==> config.mk <==
export PLATFORM = sky130hd
export DESIGN_NAME = tgo_timer
export DESIGN_NICKNAME = d
export VERILOG_FILES = /design/src/rtl/tgo_pkg.sv /design/src/rtl/tgo_retime.sv /design/src/rtl/tgo_timer.sv
export SDC_FILE = /design/constraint.sdc
export NUM_CORES = 1
export LEC_CHECK = 0
export BUFFER_PORTS_ARGS = -buffer_cell sky130_fd_sc_hd__buf_2
export CORE_AREA = 2 2 79 96
export CTS_BUF_LIST = sky130_fd_sc_hd__clkbuf_8
export DETAILED_ROUTE_END_ITERATION = 12
export DIE_AREA = 0 0 81 98
export GPL_ROUTABILITY_DRIVEN = 1
export PLACE_DENSITY = 0.74
export SLEW_MARGIN = 25
export SYNTH_ARGS = -nofsm -noshare
export SYNTH_HDL_FRONTEND = slang
export SYNTH_SLANG_ARGS = --single-unit
==> constraint.sdc <==
create_clock -name I_CLOCK -period 3.8 [get_ports I_CLOCK]
set_input_delay 0.19 -clock I_CLOCK [delete_from_list [all_inputs] [get_ports I_CLOCK]]
set_output_delay 0.19 -clock I_CLOCK [all_outputs]
set_load 0.1 [all_outputs]
==> src/rtl/tgo_pkg.sv <==
// constants, field codes and carrier structs for the timer gate and overflow control block
// assumes one clock; the selected timer clock arrives as a one-cycle tick on that clock
//
// Contract
// - gate source code 00 pin, 01 timer0 wrap, 10 comparator one, 11 comparator two.
// - one polarity setting applies to whichever gate source is selected.
// - eight-bit timer wrap FFh to 00h makes a rising pulse into the gate.
// - comparator source passes re-timed to the timer clock or raw, per option.
// - toggle mode flips a flip-flop on each incrementing gate edge; full period counts.
// - toggle flip-flop forced and held at zero while toggle mode is off.
// - single-pulse: enable, then arm; counting starts at next incrementing gate edge.
// - trailing edge of captured pulse clears arm; further gate events ignored until rearmed.
// - toggle plus single-pulse counts exactly one full gate cycle per arming.
// - gate level status readable, valid even with gate counting disabled.
// - falling edge of gate level status sets gate event flag; irq when enabled.
// - gate event flag keeps being set while gate counting is disabled.
// - counter increments to FFFFh, rolls to 0000h and sets overflow flag.
// - overflow interrupt needs timer on, overflow, peripheral and global enables.
// - sleep counting only in async external mode; overflow wakes when enabled.
// - after wake resume next instruction, or enter service routine if global enable.
// - low-power oscillator keeps running in sleep regardless of sync bit.
// - capture copies counter on event; compare signals when pair equals counter.
// - special event clears counter without overflow flag; software write wins.
// - off without timer on; always counts without gate enable; else gated.
// - gated counting increments on tick only when gate level equals polarity.
package tgo_pkg;

  localparam logic [1:0] GSS_PIN = 2'h0;
  localparam logic [1:0] GSS_T0_WRAP = 2'h1;
  localparam logic [1:0] GSS_CMP_ONE = 2'h2;
  localparam logic [1:0] GSS_CMP_TWO = 2'h3;

  localparam logic [1:0] CS_EXTERNAL = 2'h2;

  localparam logic [15:0] CNT_MAX = 16'hFFFF;
  localparam logic [15:0] CNT_ZERO = 16'h0000;
  localparam logic [15:0] CNT_ONE = 16'h0001;
  localparam logic [7:0] T0_MAX = 8'hFF;
  localparam logic [7:0] T0_ZERO = 8'h00;

  typedef struct packed {
    logic timer_on;
    logic gate_count_enable;
    logic gate_polarity;
    logic gate_toggle_enable;
    logic gate_single_pulse_enable;
    logic [1:0] gate_source_select;
    logic cmp_one_sync;
    logic cmp_two_sync;
    logic ext_clock_sync_n;
    logic [1:0] clock_source_select;
    logic low_power_osc_enable;
  } tgo_cfg_s;

  typedef struct packed {
    logic overflow_irq_enable;
    logic gate_event_irq_enable;
    logic peripheral_irq_enable;
    logic global_irq_enable;
  } tgo_irq_en_s;

  typedef struct packed {
    logic overflow_irq;
    logic gate_event_irq;
    logic wake;
    logic wake_to_isr;
  } tgo_irq_out_s;

  typedef struct packed {
    logic [15:0] count;
    logic [15:0] capture_compare_pair;
    logic compare_match;
    logic overflow_flag;
    logic gate_level_status;
    logic gate_event_flag;
    logic gate_pulse_arm;
    logic toggle_ff;
    logic pulse_run;
    logic active_prev;
    logic gated_prev;
    logic [7:0] t0_prev;
    logic t0_wrap;
    tgo_irq_out_s irq;
    logic osc_run;
  } tgo_state_s;

  localparam tgo_state_s STATE_RESET = '0;

  typedef struct packed {
    logic retimed;
  } tgo_rt_state_s;

endpackage

==> src/rtl/tgo_retime.sv <==
// re-times one comparator output onto the selected timer clock tick
// assumes the tick is a one-cycle pulse on the system clock
`timescale 1ns/1ps
`default_nettype none
module tgo_retime (
  input wire logic i_clock,
  input wire logic i_rst,
  input wire logic i_tick,
  input wire logic i_level,
  output logic o_level
);
  tgo_pkg::tgo_rt_state_s r;
  tgo_pkg::tgo_rt_state_s next_r;

  always_comb begin
    next_r = r;
    if (i_tick) begin
      next_r.retimed = i_level;
    end
  end

  always_ff @(posedge i_clock or posedge i_rst) begin
    if (i_rst) begin
      r <= '0;
    end else begin
      r <= next_r;
    end
  end

  assign o_level = r.retimed;
endmodule
`default_nettype wire

==> src/rtl/tgo_timer.sv <==
// gate selection, gate modes, 16-bit counter, overflow, sleep wake and ccp time base
// assumes all inputs synchronous to I_CLOCK; I_TIMER_TICK marks each selected timer clock edge
`timescale 1ns/1ps
`default_nettype none
module tgo_timer (
  input wire logic I_CLOCK,
  input wire logic I_SYS_RST,
  input wire tgo_pkg::tgo_cfg_s I_CFG,
  input wire tgo_pkg::tgo_irq_en_s I_IRQ_EN,
  input wire logic I_TIMER_TICK,
  input wire logic I_SLEEP,
  input wire logic I_GATE_INPUT_PIN,
  input wire logic [7:0] I_EIGHT_BIT_TIMER_COUNT,
  input wire logic I_COMPARATOR_ONE_OUTPUT,
  input wire logic I_COMPARATOR_TWO_OUTPUT,
  input wire logic I_GATE_PULSE_ARM_SET,
  input wire logic I_GATE_PULSE_ARM_CLR,
  input wire logic I_GATE_EVENT_FLAG_CLR,
  input wire logic I_OVERFLOW_FLAG_CLR,
  input wire logic I_COUNT_WR,
  input wire logic [15:0] I_COUNT_WDATA,
  input wire logic I_CAPTURE_EVENT,
  input wire logic I_SPECIAL_EVENT,
  input wire logic [15:0] I_COMPARE_PAIR,
  output logic [15:0] O_COUNTER_PAIR,
  output logic [15:0] O_CAPTURE_COMPARE_PAIR,
  output logic O_COMPARE_MATCH,
  output logic O_OVERFLOW_FLAG,
  output logic O_GATE_LEVEL_STATUS,
  output logic O_GATE_EVENT_FLAG,
  output logic O_GATE_PULSE_ARM,
  output tgo_pkg::tgo_irq_out_s O_IRQ,
  output logic O_OSC_RUN
);
  tgo_pkg::tgo_state_s r;
  tgo_pkg::tgo_state_s next_r;

  logic cmp_one_rt;
  logic cmp_two_rt;

  tgo_retime u_rt_one (
    .i_clock(I_CLOCK),
    .i_rst(I_SYS_RST),
    .i_tick(I_TIMER_TICK),
    .i_level(I_COMPARATOR_ONE_OUTPUT),
    .o_level(cmp_one_rt)
  );

  tgo_retime u_rt_two (
    .i_clock(I_CLOCK),
    .i_rst(I_SYS_RST),
    .i_tick(I_TIMER_TICK),
    .i_level(I_COMPARATOR_TWO_OUTPUT),
    .o_level(cmp_two_rt)
  );

  logic src;
  logic active;
  logic active_rise;
  logic toggled;
  logic gated;
  logic gated_rise;
  logic gated_fall;
  logic gate_val;
  logic sleep_ok;
  logic count_en;
  logic rollover;
  logic wake_ok;

  // gate source and polarity
  always_comb begin
    case (I_CFG.gate_source_select)
      tgo_pkg::GSS_PIN: src = I_GATE_INPUT_PIN;
      tgo_pkg::GSS_T0_WRAP: src = r.t0_wrap;
      tgo_pkg::GSS_CMP_ONE: src = I_CFG.cmp_one_sync ? cmp_one_rt : I_COMPARATOR_ONE_OUTPUT;
      tgo_pkg::GSS_CMP_TWO: src = I_CFG.cmp_two_sync ? cmp_two_rt : I_COMPARATOR_TWO_OUTPUT;
      default: src = 1'b0;
    endcase
  end

  // active means the gate permits counting; polarity folds in here for every source
  assign active = I_CFG.gate_polarity ? src : ~src;
  assign active_rise = active & ~r.active_prev;

  // toggle stage: sees the flip-flop output only when enabled
  assign toggled = I_CFG.gate_toggle_enable ? r.toggle_ff : active;

  // edges of the toggle stage output feed the single-pulse stage
  assign gated_rise = toggled & ~r.gated_prev;
  assign gated_fall = ~toggled & r.gated_prev;

  // single-pulse stage: a captured pulse runs from the rise after arming to its fall
  assign gated = I_CFG.gate_single_pulse_enable ? (toggled & (r.pulse_run | (gated_rise
    & r.gate_pulse_arm))) : toggled;
  assign gate_val = gated;

  // sleep only keeps counting in asynchronous external mode
  assign sleep_ok = ~I_SLEEP | (I_CFG.ext_clock_sync_n
    & (I_CFG.clock_source_select == tgo_pkg::CS_EXTERNAL));

  assign count_en = I_CFG.timer_on & (~I_CFG.gate_count_enable | gate_val) & sleep_ok;
  // a write or special event on the wrap cycle is no rollover, so neither flag nor wake fires
  assign rollover = count_en & I_TIMER_TICK & (r.count == tgo_pkg::CNT_MAX)
    & ~I_COUNT_WR & ~I_SPECIAL_EVENT;

  assign wake_ok = I_CFG.timer_on & I_IRQ_EN.overflow_irq_enable
    & I_IRQ_EN.peripheral_irq_enable & I_CFG.ext_clock_sync_n;

  always_comb begin
    next_r = r;

    // eight-bit timer wrap becomes a one-cycle rising pulse
    next_r.t0_prev = I_EIGHT_BIT_TIMER_COUNT;
    next_r.t0_wrap = (r.t0_prev == tgo_pkg::T0_MAX)
      & (I_EIGHT_BIT_TIMER_COUNT == tgo_pkg::T0_ZERO);

    next_r.active_prev = active;
    next_r.gated_prev = toggled;

    // toggle flip-flop held clear while the mode is off, so the measured edge is known
    if (!I_CFG.gate_toggle_enable) begin
      next_r.toggle_ff = 1'b0;
    end else if (active_rise) begin
      next_r.toggle_ff = ~r.toggle_ff;
    end

    // single pulse capture and automatic disarm on the trailing edge
    if (!I_CFG.gate_single_pulse_enable) begin
      next_r.pulse_run = 1'b0;
    end else if (gated_rise && r.gate_pulse_arm) begin
      next_r.pulse_run = 1'b1;
    end else if (gated_fall && r.pulse_run) begin
      next_r.pulse_run = 1'b0;
    end

    // a software arm in the same cycle as the hardware disarm wins
    if (I_GATE_PULSE_ARM_SET) begin
      next_r.gate_pulse_arm = 1'b1;
    end else if (I_GATE_PULSE_ARM_CLR) begin
      next_r.gate_pulse_arm = 1'b0;
    end else if (I_CFG.gate_single_pulse_enable && gated_fall && r.pulse_run) begin
      next_r.gate_pulse_arm = 1'b0;
    end

    // level status does not depend on gate counting being enabled
    next_r.gate_level_status = gate_val;

    // gate event on falling edge of the status; set wins over a software clear
    if (r.gate_level_status && !gate_val) begin
      next_r.gate_event_flag = 1'b1;
    end else if (I_GATE_EVENT_FLAG_CLR) begin
      next_r.gate_event_flag = 1'b0;
    end

    // counter: software write beats the special event, which beats counting
    if (I_COUNT_WR) begin
      next_r.count = I_COUNT_WDATA;
    end else if (I_SPECIAL_EVENT) begin
      next_r.count = tgo_pkg::CNT_ZERO;
    end else if (count_en && I_TIMER_TICK) begin
      next_r.count = r.count + tgo_pkg::CNT_ONE;
    end

    // special event and software write suppress the rollover flag
    if (rollover && !I_COUNT_WR && !I_SPECIAL_EVENT) begin
      next_r.overflow_flag = 1'b1;
    end else if (I_OVERFLOW_FLAG_CLR) begin
      next_r.overflow_flag = 1'b0;
    end

    // time base for capture and compare
    if (I_CAPTURE_EVENT) begin
      next_r.capture_compare_pair = r.count;
    end
    next_r.compare_match = (r.count == I_COMPARE_PAIR);

    next_r.irq.overflow_irq = next_r.overflow_flag & I_CFG.timer_on
      & I_IRQ_EN.overflow_irq_enable & I_IRQ_EN.peripheral_irq_enable
      & I_IRQ_EN.global_irq_enable;
    next_r.irq.gate_event_irq = next_r.gate_event_flag & I_IRQ_EN.gate_event_irq_enable;

    // wake is a one-cycle pulse; the isr line says where execution resumes
    next_r.irq.wake = I_SLEEP & rollover & wake_ok;
    next_r.irq.wake_to_isr = I_SLEEP & rollover & wake_ok & I_IRQ_EN.global_irq_enable;

    // oscillator enable is independent of sleep and of the sync bit
    next_r.osc_run = I_CFG.low_power_osc_enable;
  end

  always_ff @(posedge I_CLOCK or posedge I_SYS_RST) begin
    if (I_SYS_RST) begin
      r <= tgo_pkg::STATE_RESET;
    end else begin
      r <= next_r;
    end
  end

  assign O_COUNTER_PAIR = r.count;
  assign O_CAPTURE_COMPARE_PAIR = r.capture_compare_pair;
  assign O_COMPARE_MATCH = r.compare_match;
  assign O_OVERFLOW_FLAG = r.overflow_flag;
  assign O_GATE_LEVEL_STATUS = r.gate_level_status;
  assign O_GATE_EVENT_FLAG = r.gate_event_flag;
  assign O_GATE_PULSE_ARM = r.gate_pulse_arm;
  assign O_IRQ = r.irq;
  assign O_OSC_RUN = r.osc_run;
endmodule
`default_nettype wire

==> results.yml, run 1 <==
run_status:
  status: "completed"
clock_network:
  clkTransAtPathRegs_ps: 60
  htreeDepth: 3
  cts_root_buf: "clkbuf_8"
  numCtsBuffers: 9
  clk_latency_ps: 330
  tritoncts: "yes"
  clock-sinks: 57
  postCtsSetupBuffers: 0
  ctsLongestPathBuffers: 2
detailed_routing:
  drc_errors: 0
  highest_layer: "met4"
  wl_per_cell_um: 15.3
  wl_met2_um: 3710
  dr_wl_met3_um: 496
  postRouteAntennaNets: 0
  drt-total-wl_um: 7210
  wl_met1_um: 2860
  via_per_inst: 5.20
  drt_first_pass_iters: 5
  vias: 2450
  drt_iter0_markers: 116
synth:
  async_flop_share: 1.00
  yosysTopAreaCell: "dfrtp_1"
  synth_area_leaders: "dfrtp_1 (47%), buf_4 (8.8%), xnor2_1 (6.9%)"
  yosys.cell_types.count: 48
  syn-num-nets: 362
  yosysWarnings: 0
  avgSynthCellArea_um2: 10.5
  yosysTopAreaCellShare: 0.467
  yosysSeqAreaShare: 0.467
  synthFlopType: "dfrtp_1"
  synth-edff-count: 0
  synth-seq-cells: 57
  postSynthCellCount: 290
  netlist_area_um2: 3060
cells_and_area:
  layout.nets: 448
  antenna_cells: 0
  final_common_cell: "buf_2"
  layout_common_cells: "buf_2 (112), dfrtp_1 (57), xnor2_1 (24)"
  area_growth_pct: 22.3
  drive_gt1_frac: 0.415
sta:
  relSlewSlack: 0.514
  period_share: 0.617
  rsz0062_at_grt: "false"
  finalHoldViolCount: 0
  period_minus_slack_ps: 2350
  fmax_ghz: 0.426
  tightest_slew_ps: 728
  setup_viol: 0
  drv_slew: 0
  tns_ps: 0
  fin_skew_ps: 8.50
worst_setup_path:
  critPathRequiredTime_ps: 4020
  crit_arrival_ps: 2560
  worstPathMaxFanout: 10
  startpoint_type: "flop"
  crit_path_end_kind: "flop"
  path_class: "reg -> reg"
flow_run:
  drv_cap: 0
placed_design:
  hpwl_um: 5240
  place.gp.congestion: 0.812
  io_buffers: 112
power:
  power_density_nw_per_um2: 498
  vdd_drop_max_mv: 0.293
  p_leak_nw: 1.79
  finalPower_mw: 1.86
hold_path:
  hold_class: "in -> async"
floorplan:
  coreArea_um2: 7060
  io_pins: 113
  die_y_um: 98
  rows: 34
  start_util: 0.433
  die_area_um2: 7940
  die_w_um: 81
grt:
  track_usage: 0.186
  grt_pass1_wl_um: 11200
  grt-ovfl-total: 0
  antenna_found_initial: 0
  grt_pass1_vias: 2402
  grt_max_degree: 58
==> synth_stat cells, types with 2 or more instances <==
library cell / instances
mux2_2: 18
nand2b_1: 3
o31ai_1: 2
xnor2_1: 24
o22a_1: 2
a221o_1: 2
dfrtp_1: 57
a21oi_1: 12
clkbuf_1: 8
nand3_1: 9
or2_2: 2
nor3_1: 4
nand4_1: 11
nor4_1: 7
and3_1: 3
inv_1: 7
nor2b_1: 4
buf_4: 36
o21ai_0: 12
and2_1: 4
buf_1: 2
o21ai_1: 2
nand2_1: 22
mux2i_1: 5
nand3b_1: 3
nor2_1: 7
==> power breakdown <==
group / total [mW] / internal [mW] / switching [mW] / leakage [nW]
clock network: 0.647 / 0.403 / 0.245 / 0.115
logic: 0.512 / 0.126 / 0.386 / 0.948
registers: 0.701 / 0.656 / 0.0447 / 0.726
total: 1.86 / 1.18 / 0.676 / 1.79
==> layout make-up <==
cell class	instances	area (um2)
clock buffer	11	151
tap	90	113
inverter	7	26.3
fill	644	3330
multi-input combinational	179	1280
timing repair buffer	122	658
clock inverter	5	77.6
sequential	57	1430
==> worst paths after layout <==
| check | startpoint | endpoint | slack [ps] | depth (start not counted) |
|---|---|---|---|---|
| worst max-delay path | r[5] | O_COUNTER_PAIR[15] | 1450 | 6 |
| worst min-delay path | I_SYS_RST | O_OSC_RUN | 40 | 3 |
| worst max register to register | r[5] | O_COUNTER_PAIR[15] | 1450 | 6 |
| worst min register to register | O_CAPTURE_COMPARE_PAIR[0] | O_CAPTURE_COMPARE_PAIR[0] | 500 | 1 |
| max in group asynchronous | I_SYS_RST | r[6] | 3250 | 3 |
| min in group I_CLOCK | I_GATE_PULSE_ARM_SET | O_GATE_PULSE_ARM | 50 | 2 |
==> routing by layer <==
| layer | track usage | up-vias |
|---|---|---|
| met2 | 0.319 | 101 |
| met1 | 0.221 | 1179 |
| met4 | 0.0808 | 0 |
| met5 | 0 | - |
| met3 | 0.0388 | 15 |
| li1 | - | 1155 |
==> critical path, stage by stage (launching register included) <==
cell and delay [ps]:
dfrtp_1 380, mux2i_1 190, mux2_4 340, nor4_4 600, or2_1 410, a21oi_1 130
o22a_1 190
==> state kept, by name, summed over array words and instances, names as in the netlist, 4 cells and up <==
name	count
O_CAPTURE_COMPARE_PAIR	16
O_IRQ	4
r	13
O_COUNTER_PAIR	16
==> per-stage QoR <==
stage	instance area, um2	setup WS (ps)	std cells	util	hold WS [ps]
4_1_cts	3740	1470	471	0.529	32.3
5_1_grt	3740	1300	471	0.529	53.7
2_1_floorplan	3060	1190	290	-	221
6_report	3740	1450	471	0.529	38.3
3_3_place_gp	3420	1570	446	0.484	298
3_5_place_dp	3420	1490	446	0.484	300
==> cells by family after synthesis <==
family          share of synthesized area
compound gates                     0.0917
simple gates                        0.161
mux                                0.0921
fa+ha+maj                         0.00409
buf+inv                             0.113
flops                               0.467
xor+xnor                           0.0717
==> repair_timing <==
| action | 4_1_cts | 5_1_grt |
|---|---|---|
| resized for setup | 0 | 0 |
| endpoints found under the setup margin | 0 | 0 |
| hold endpoints to repair | 9 | 0 |
| hold buffers | 9 | 0 |
(Power assumes the default switching activity.)
==> run 2, diff against run 1 <==
--- a/config.mk
+++ b/config.mk
@@ -5,13 +5,14 @@
 export SDC_FILE = /design/constraint.sdc
 export NUM_CORES = 1
 export LEC_CHECK = 0
+export ABC_AREA = 1
 export BUFFER_PORTS_ARGS = -buffer_cell sky130_fd_sc_hd__buf_2
-export CORE_AREA = 2 2 79 96
+export CORE_AREA = 2 2 81 98
 export CTS_BUF_LIST = sky130_fd_sc_hd__clkbuf_8
 export DETAILED_ROUTE_END_ITERATION = 12
-export DIE_AREA = 0 0 81 98
+export DIE_AREA = 0 0 83 100
 export GPL_ROUTABILITY_DRIVEN = 1
-export PLACE_DENSITY = 0.74
+export PLACE_DENSITY = 0.76
 export SLEW_MARGIN = 25
 export SYNTH_ARGS = -nofsm -noshare
 export SYNTH_HDL_FRONTEND = slang
==> constraint.sdc (replaced) <==
create_clock -name I_CLOCK -period 1.95 [get_ports I_CLOCK]
set_input_delay 0.0975 -clock I_CLOCK [delete_from_list [all_inputs] [get_ports I_CLOCK]]
set_output_delay 0.0975 -clock I_CLOCK [all_outputs]
set_load 0.1 [all_outputs]
==> results.yml, run 2 <==
synth:
  postSynthCellCount: 390
  synth-seq-cells: 57
  async_flop_share: 1.00
  netlist_area_um2: 3210
  synth.most_common_cell: "nand2_1"
  synthFlopType: "dfrtp_1"
  ys_top_cells_by_count: "nand2_1 (104), dfrtp_1 (57), buf_4 (38), inv_1 (38), nand3_1 (26)"
  yosysSeqAreaShare: 0.444
  syn-num-nets: 462
  yosys.cell_types.count: 39
  yosysTopAreaCellShare: 0.444
  synth_area_leaders: "dfrtp_1 (44%), nand2_1 (12%), buf_4 (8.9%)"
  synth-edff-count: 0
  yosysWarnings: 0
  avgSynthCellArea_um2: 8.23
  yosysTopAreaCell: "dfrtp_1"
hold_path:
  whs_endpoint: "u_rt_two.o_level"
  hold_class: "in -> reg"
  worstHoldStart: "I_TIMER_TICK"
  min_path_cells: 3
floorplan:
  io_pins: 113
  die_w_um: 83
  start_util: 0.429
  coreArea_um2: 7490
  die_y_um: 100
  die_area_um2: 8300
  rows: 35
placed_design:
  io_buffers: 112
  place.gp.congestion: 0.923
  hpwl_um: 6340
  placed_area_um2: 3640
worst_setup_path:
  r2r_setup_slack_ps: 270
  worstPathCellList: "inv_2 > nor3_4 > nand3_1 > nor2_2 > nand2_1 > o21ai_1 > nand3_1 > nand2_1 > nand2_1 > nand2_1"
  startpoint: "O_COUNTER_PAIR[7]"
  r2r-start: "O_COUNTER_PAIR[7]"
  max_stage_delay_ps: 500
  cpMostUsedCell: "nand2_1"
  path_class: "reg -> reg"
  crit_path_end_kind: "flop"
  crit_arrival_ps: 1950
  worstPathMaxFanout: 6
  startpoint_type: "flop"
  crit_path_top_delay_cell: "dfrtp_1"
  critPathRequiredTime_ps: 2220
  reg2reg_to: "O_COUNTER_PAIR[13]"
  r2r.worst_path.cells: 10
clock_network:
  cts_root_buf: "clkbuf_8"
  hold_buffers: 17
  clk_latency_ps: 340
  clkTransAtPathRegs_ps: 70
  tritoncts: "yes"
  cts.repair.resized: 0
  clock-sinks: 57
  ctsLongestPathBuffers: 2
  numCtsBuffers: 9
  postCtsSetupBuffers: 0
  htreeDepth: 3
sta:
  tightest_slew_ps: 526
  rsz0062_at_grt: "false"
  tns_ps: 0
  period_share: 0.862
  drv_slew: 0
  fmax_ghz: 0.595
  relSlewSlack: 0.649
  finalHoldViolCount: 0
  period_minus_slack_ps: 1680
  fin_skew_ps: 10.3
  setup_viol: 0
cells_and_area:
  drive_gt1_frac: 0.326
  n_fill_cell: 708
  area_growth_pct: 23.5
  layout_common_cells: "buf_2 (112), nand2_1 (104), dfrtp_1 (56)"
  final_common_cell: "buf_2"
  antenna_cells: 0
  final_area_um2: 3970
  layout.nets: 564
detailed_routing:
  postRouteAntennaNets: 0
  wl_per_cell_um: 14.5
  drc_errors: 0
  wl_met2_um: 4440
  dr_wl_met3_um: 500
  via_per_inst: 4.99
  drt_first_pass_iters: 4
  wl_met1_um: 3410
  drt_iter0_markers: 96
  highest_layer: "met4"
  drt-total-wl_um: 8530
  vias: 2940
grt:
  grt_pass1_wl_um: 13600
  track_usage: 0.209
  grt-ovfl-total: 0
  antenna_found_initial: 0
  grt_max_degree: 27
  grt_pass1_vias: 3004
power:
  power_density_nw_per_um2: 900
  vdd_drop_max_mv: 0.540
  p_leak_nw: 2.14
  finalPower_mw: 3.57
run_status:
  status: "completed"
flow_run:
  drv_cap: 0
-- run 2: changes by cell type after synthesis, sizes merged, moves of 4 or more --
cell   change
mux2i      -6
nor2b      -4
nor2      +16
inv       +32
a21oi      +5
nor4       -5
nand2     +86
nand3     +20
and2       -5
xnor2      -8
mux2      -13
-- run 2: area by class of cell --
| cell class | count | area, um2 | share of cell area |
|---|---|---|---|
| clock buffers | 9 | 124 | 0.0312 |
| clock inverters | 7 | 31.3 | 0.00789 |
| inverters | 39 | 146 | 0.0369 |
| multi-input cells | 246 | 1300 | 0.328 |
| flip-flops and latches | 57 | 1430 | 0.360 |
| well taps | 92 | 115 | 0.0290 |
| repair buffers | 139 | 818 | 0.206 |
-- run 2: where the power goes --
group / total (mW) / internal [mW] / switching, mW
Combinational: 1.29 / 0.291 / 1.00
Sequential: 1.39 / 1.29 / 0.0961
Clock: 0.883 / 0.437 / 0.447
-- run 2: per-layer routing --
metal / vias up / global-route usage
met5: - / 0
met2: 129 / 0.382
li1: 1423 / -
met3: 12 / 0.0461
met1: 1376 / 0.230
met4: 0 / 0.0971
-- run 2: worst max-delay path by stage --
stage / endpoint / slack (ps)
6_report: O_COUNTER_PAIR[13] / 270
2_1_floorplan: O_COUNTER_PAIR[0] / 240
4_1_cts: O_IRQ[0] / 260
5_1_grt: O_COUNTER_PAIR[13] / 80
3_5_place_dp: O_COUNTER_PAIR[14] / 300
3_3_place_gp: O_IRQ[3] / 340
-- run 2: stage by stage --
| stage | std cells | hold slack (ps) | setup WS, ps | utilization |
|---|---|---|---|---|
| floorplan | 390 | 129 | 237 | - |
| global placement | 556 | 167 | 336 | 0.486 |
| detailed placement | 556 | 171 | 296 | 0.486 |
| CTS | 589 | 4.66 | 259 | 0.529 |
| global route | 589 | 19.4 | 80.2 | 0.529 |
| finish | 589 | 26.6 | 269 | 0.529 |
-- run 2: worst max-delay path, delay by kind of cell, from the launching register on --
| family | cells | cell delay [ps] |
|---|---|---|
| flops | 1 | 500 |
| compound gates | 1 | 120 |
| simple gates | 8 | 890 |
| buf+inv | 1 | 110 |
-- run 2: cells by family after synthesis --
group,after synthesis,share of synthesized area
adder cells (fa/ha/maj),1,0.00390
buffers and inverters,87,0.150
AO/OA/AOI/OAI,41,0.0733
flip-flops,57,0.444
AND/OR/NAND/NOR,182,0.264
XOR/XNOR,16,0.0437
multiplexers,6,0.0211
==> run 3, diff against run 2 <==
--- a/config.mk
+++ b/config.mk
@@ -7,12 +7,12 @@
 export LEC_CHECK = 0
 export ABC_AREA = 1
 export BUFFER_PORTS_ARGS = -buffer_cell sky130_fd_sc_hd__buf_2
-export CORE_AREA = 2 2 81 98
+export CORE_AREA = 10 10 87 104
 export CTS_BUF_LIST = sky130_fd_sc_hd__clkbuf_8
 export DETAILED_ROUTE_END_ITERATION = 12
-export DIE_AREA = 0 0 83 100
+export DIE_AREA = 0 0 97 114
 export GPL_ROUTABILITY_DRIVEN = 1
-export PLACE_DENSITY = 0.76
+export PLACE_DENSITY = 0.79
 export SLEW_MARGIN = 25
 export SYNTH_ARGS = -nofsm -noshare
 export SYNTH_HDL_FRONTEND = slang
==> results.yml, run 3 (synthesis results as in run 2) <==
clock_network:
  tritoncts: "yes"
  clk_latency_ps: 330
  cts_root_buf: "clkbuf_8"
  clkTransAtPathRegs_ps: 60
  postCtsSetupBuffers: 0
  htreeDepth: 3
  clock-sinks: 57
  ctsLongestPathBuffers: 2
  numCtsBuffers: 9
floorplan:
  io_pins: 113
  rows: 34
  die_w_um: 97
  coreArea_um2: 7100
  die_y_um: 114
  start_util: 0.452
  die_area_um2: 11100
placed_design:
  place.gp.congestion: 0.940
  hpwl_um: 7120
  place_inst: 556
  io_buffers: 112
detailed_routing:
  postRouteAntennaNets: 0
  drt_first_pass_iters: 4
  vias: 2935
  drc_errors: 0
  via_per_inst: 5.01
  drt_iter0_markers: 146
  wl_per_cell_um: 15.5
  drt-total-wl_um: 9110
sta:
  relSlewSlack: 0.661
  period_share: 0.892
  finalHoldViolCount: 0
  tns_ps: 0
  drv_slew: 0
  period_minus_slack_ps: 1740
  fmax_ghz: 0.575
  rsz0062_at_grt: "false"
  fin_skew_ps: 10.8
  tightest_slew_ps: 512
  setup_viol: 0
worst_setup_path:
  critPathRequiredTime_ps: 2210
  path_class: "reg -> reg"
  r2r_setup_slack_ps: 210
  reg2reg_to: "O_COUNTER_PAIR[14]"
  crit_arrival_ps: 2000
  crit_path_end_kind: "flop"
  startpoint: "O_COUNTER_PAIR[0]"
  r2r-start: "O_COUNTER_PAIR[0]"
  r2r.worst_path.cells: 11
  startpoint_type: "flop"
  worstPathMaxFanout: 7
  cp-endpoint: "O_COUNTER_PAIR[14]"
run_status:
  status: "completed"
power:
  pwr-share-seq: 0.368
  p_leak_nw: 2.15
  intPower_mw: 2.23
  swShare: 0.411
  power_density_nw_per_um2: 947
  switching_power_mw: 1.55
  vdd_drop_max_mv: 0.715
  combPwrFrac: 0.341
  pwr-share-clk: 0.291
grt:
  grt_max_degree: 27
  track_usage: 0.165
  grt-ovfl-total: 0
  grt_pass1_wl_um: 15100
  grt_pass1_vias: 3144
  antenna_found_initial: 0
cells_and_area:
  area_growth_pct: 24.2
  n_fill_cell: 660
  layout.nets: 564
  multi_input_area_um2: 1300
  post-route-util: 0.561
  final_common_cell: "buf_2"
  regArea_um2: 1430
  fin_cells: 586
  layout_common_cells: "buf_2 (112), nand2_1 (104), dfrtp_1 (55)"
  antenna_cells: 0
  drive_gt1_frac: 0.335
flow_run:
  drv_cap: 0
hold_path:
  hold_class: "in -> reg"
[run 3: cell count changes in the layout (fill, tap and decap cells not counted), sizes merged]
cell	before	now
buf	122	124
inv	42	40
dlygate4sd3	17	15
clkbuf	9	11
clkinv	4	2
bufinv	0	1
[run 3: metal layers]
metal / up-vias / wire, um / global-route usage
li1: 1422 / - / -
met1: 1363 / 3820 / 0.187
met2: 141 / 4450 / 0.287
met3: 9 / 744 / 0.0563
met4: 0 / 93 / 0.0532
met5: - / 0 / 0
[run 3: worst max-delay path: stages (launching register included)]
cell and delay, ps:
dfrtp_2 430, ha_1 200, nand2_2 80, nor2_2 170, inv_1 80, nor2_1 130
nand2_1 100, nor3_2 150, a21oi_1 90, o21ai_1 130, nand2_1 60, nand2_1 60
[run 3: cell type report]
type,instances,area share
timing repair buffer,139,0.201
sequential,57,0.358
clock buffer,11,0.0380
inverter,39,0.0367
multi-input combinational,246,0.327
tap,90,0.0282
clock inverter,4,0.0110
[run 3: stage by stage]
stage | setup WS (ps) | hold slack, ps | total power, mW | area [um2]
final | 210 | 21.4 | 3.78 | 3990
after global routing | 37.5 | 27.6 | 3.96 | 3990
after CTS | 158 | 8.28 | 3.82 | 3990
after detailed placement | 177 | 138 | 2.68 | 3640
after global placement | 248 | 128 | 2.66 | 3640
after floorplan | 237 | 129 | 2.50 | 3210
[run 3: worst min path at each step]
stage	start	end	slack (ps)	cells past startpoint
after floorplan	I_CFG[0]	O_OSC_RUN	130	0
after global placement	I_SYS_RST	r[8]	130	2
after detailed placement	I_SYS_RST	r[7]	140	2
after CTS	I_GATE_EVENT_FLAG_CLR	O_GATE_EVENT_FLAG	8	4
after global routing	I_IRQ_EN[2]	O_IRQ[2]	30	2
final	I_GATE_EVENT_FLAG_CLR	O_GATE_EVENT_FLAG	20	4
[run 3: power by group through the flow]
stage / clock network [mW] / registers (mW) / logic (mW)
after detailed placement: 0 / 1.41 / 1.27
after global placement: 0 / 1.41 / 1.26
after global routing: 1.19 / 1.41 / 1.37
final: 1.10 / 1.39 / 1.29
after CTS: 1.13 / 1.39 / 1.30
after floorplan: 0 / 1.46 / 1.04
[run 3: what timing repair did]
action,CTS,global route
endpoints found under the setup margin,0,1
resized for setup,0,1
endpoints found under the hold margin,34,0
hold buffers,15,0
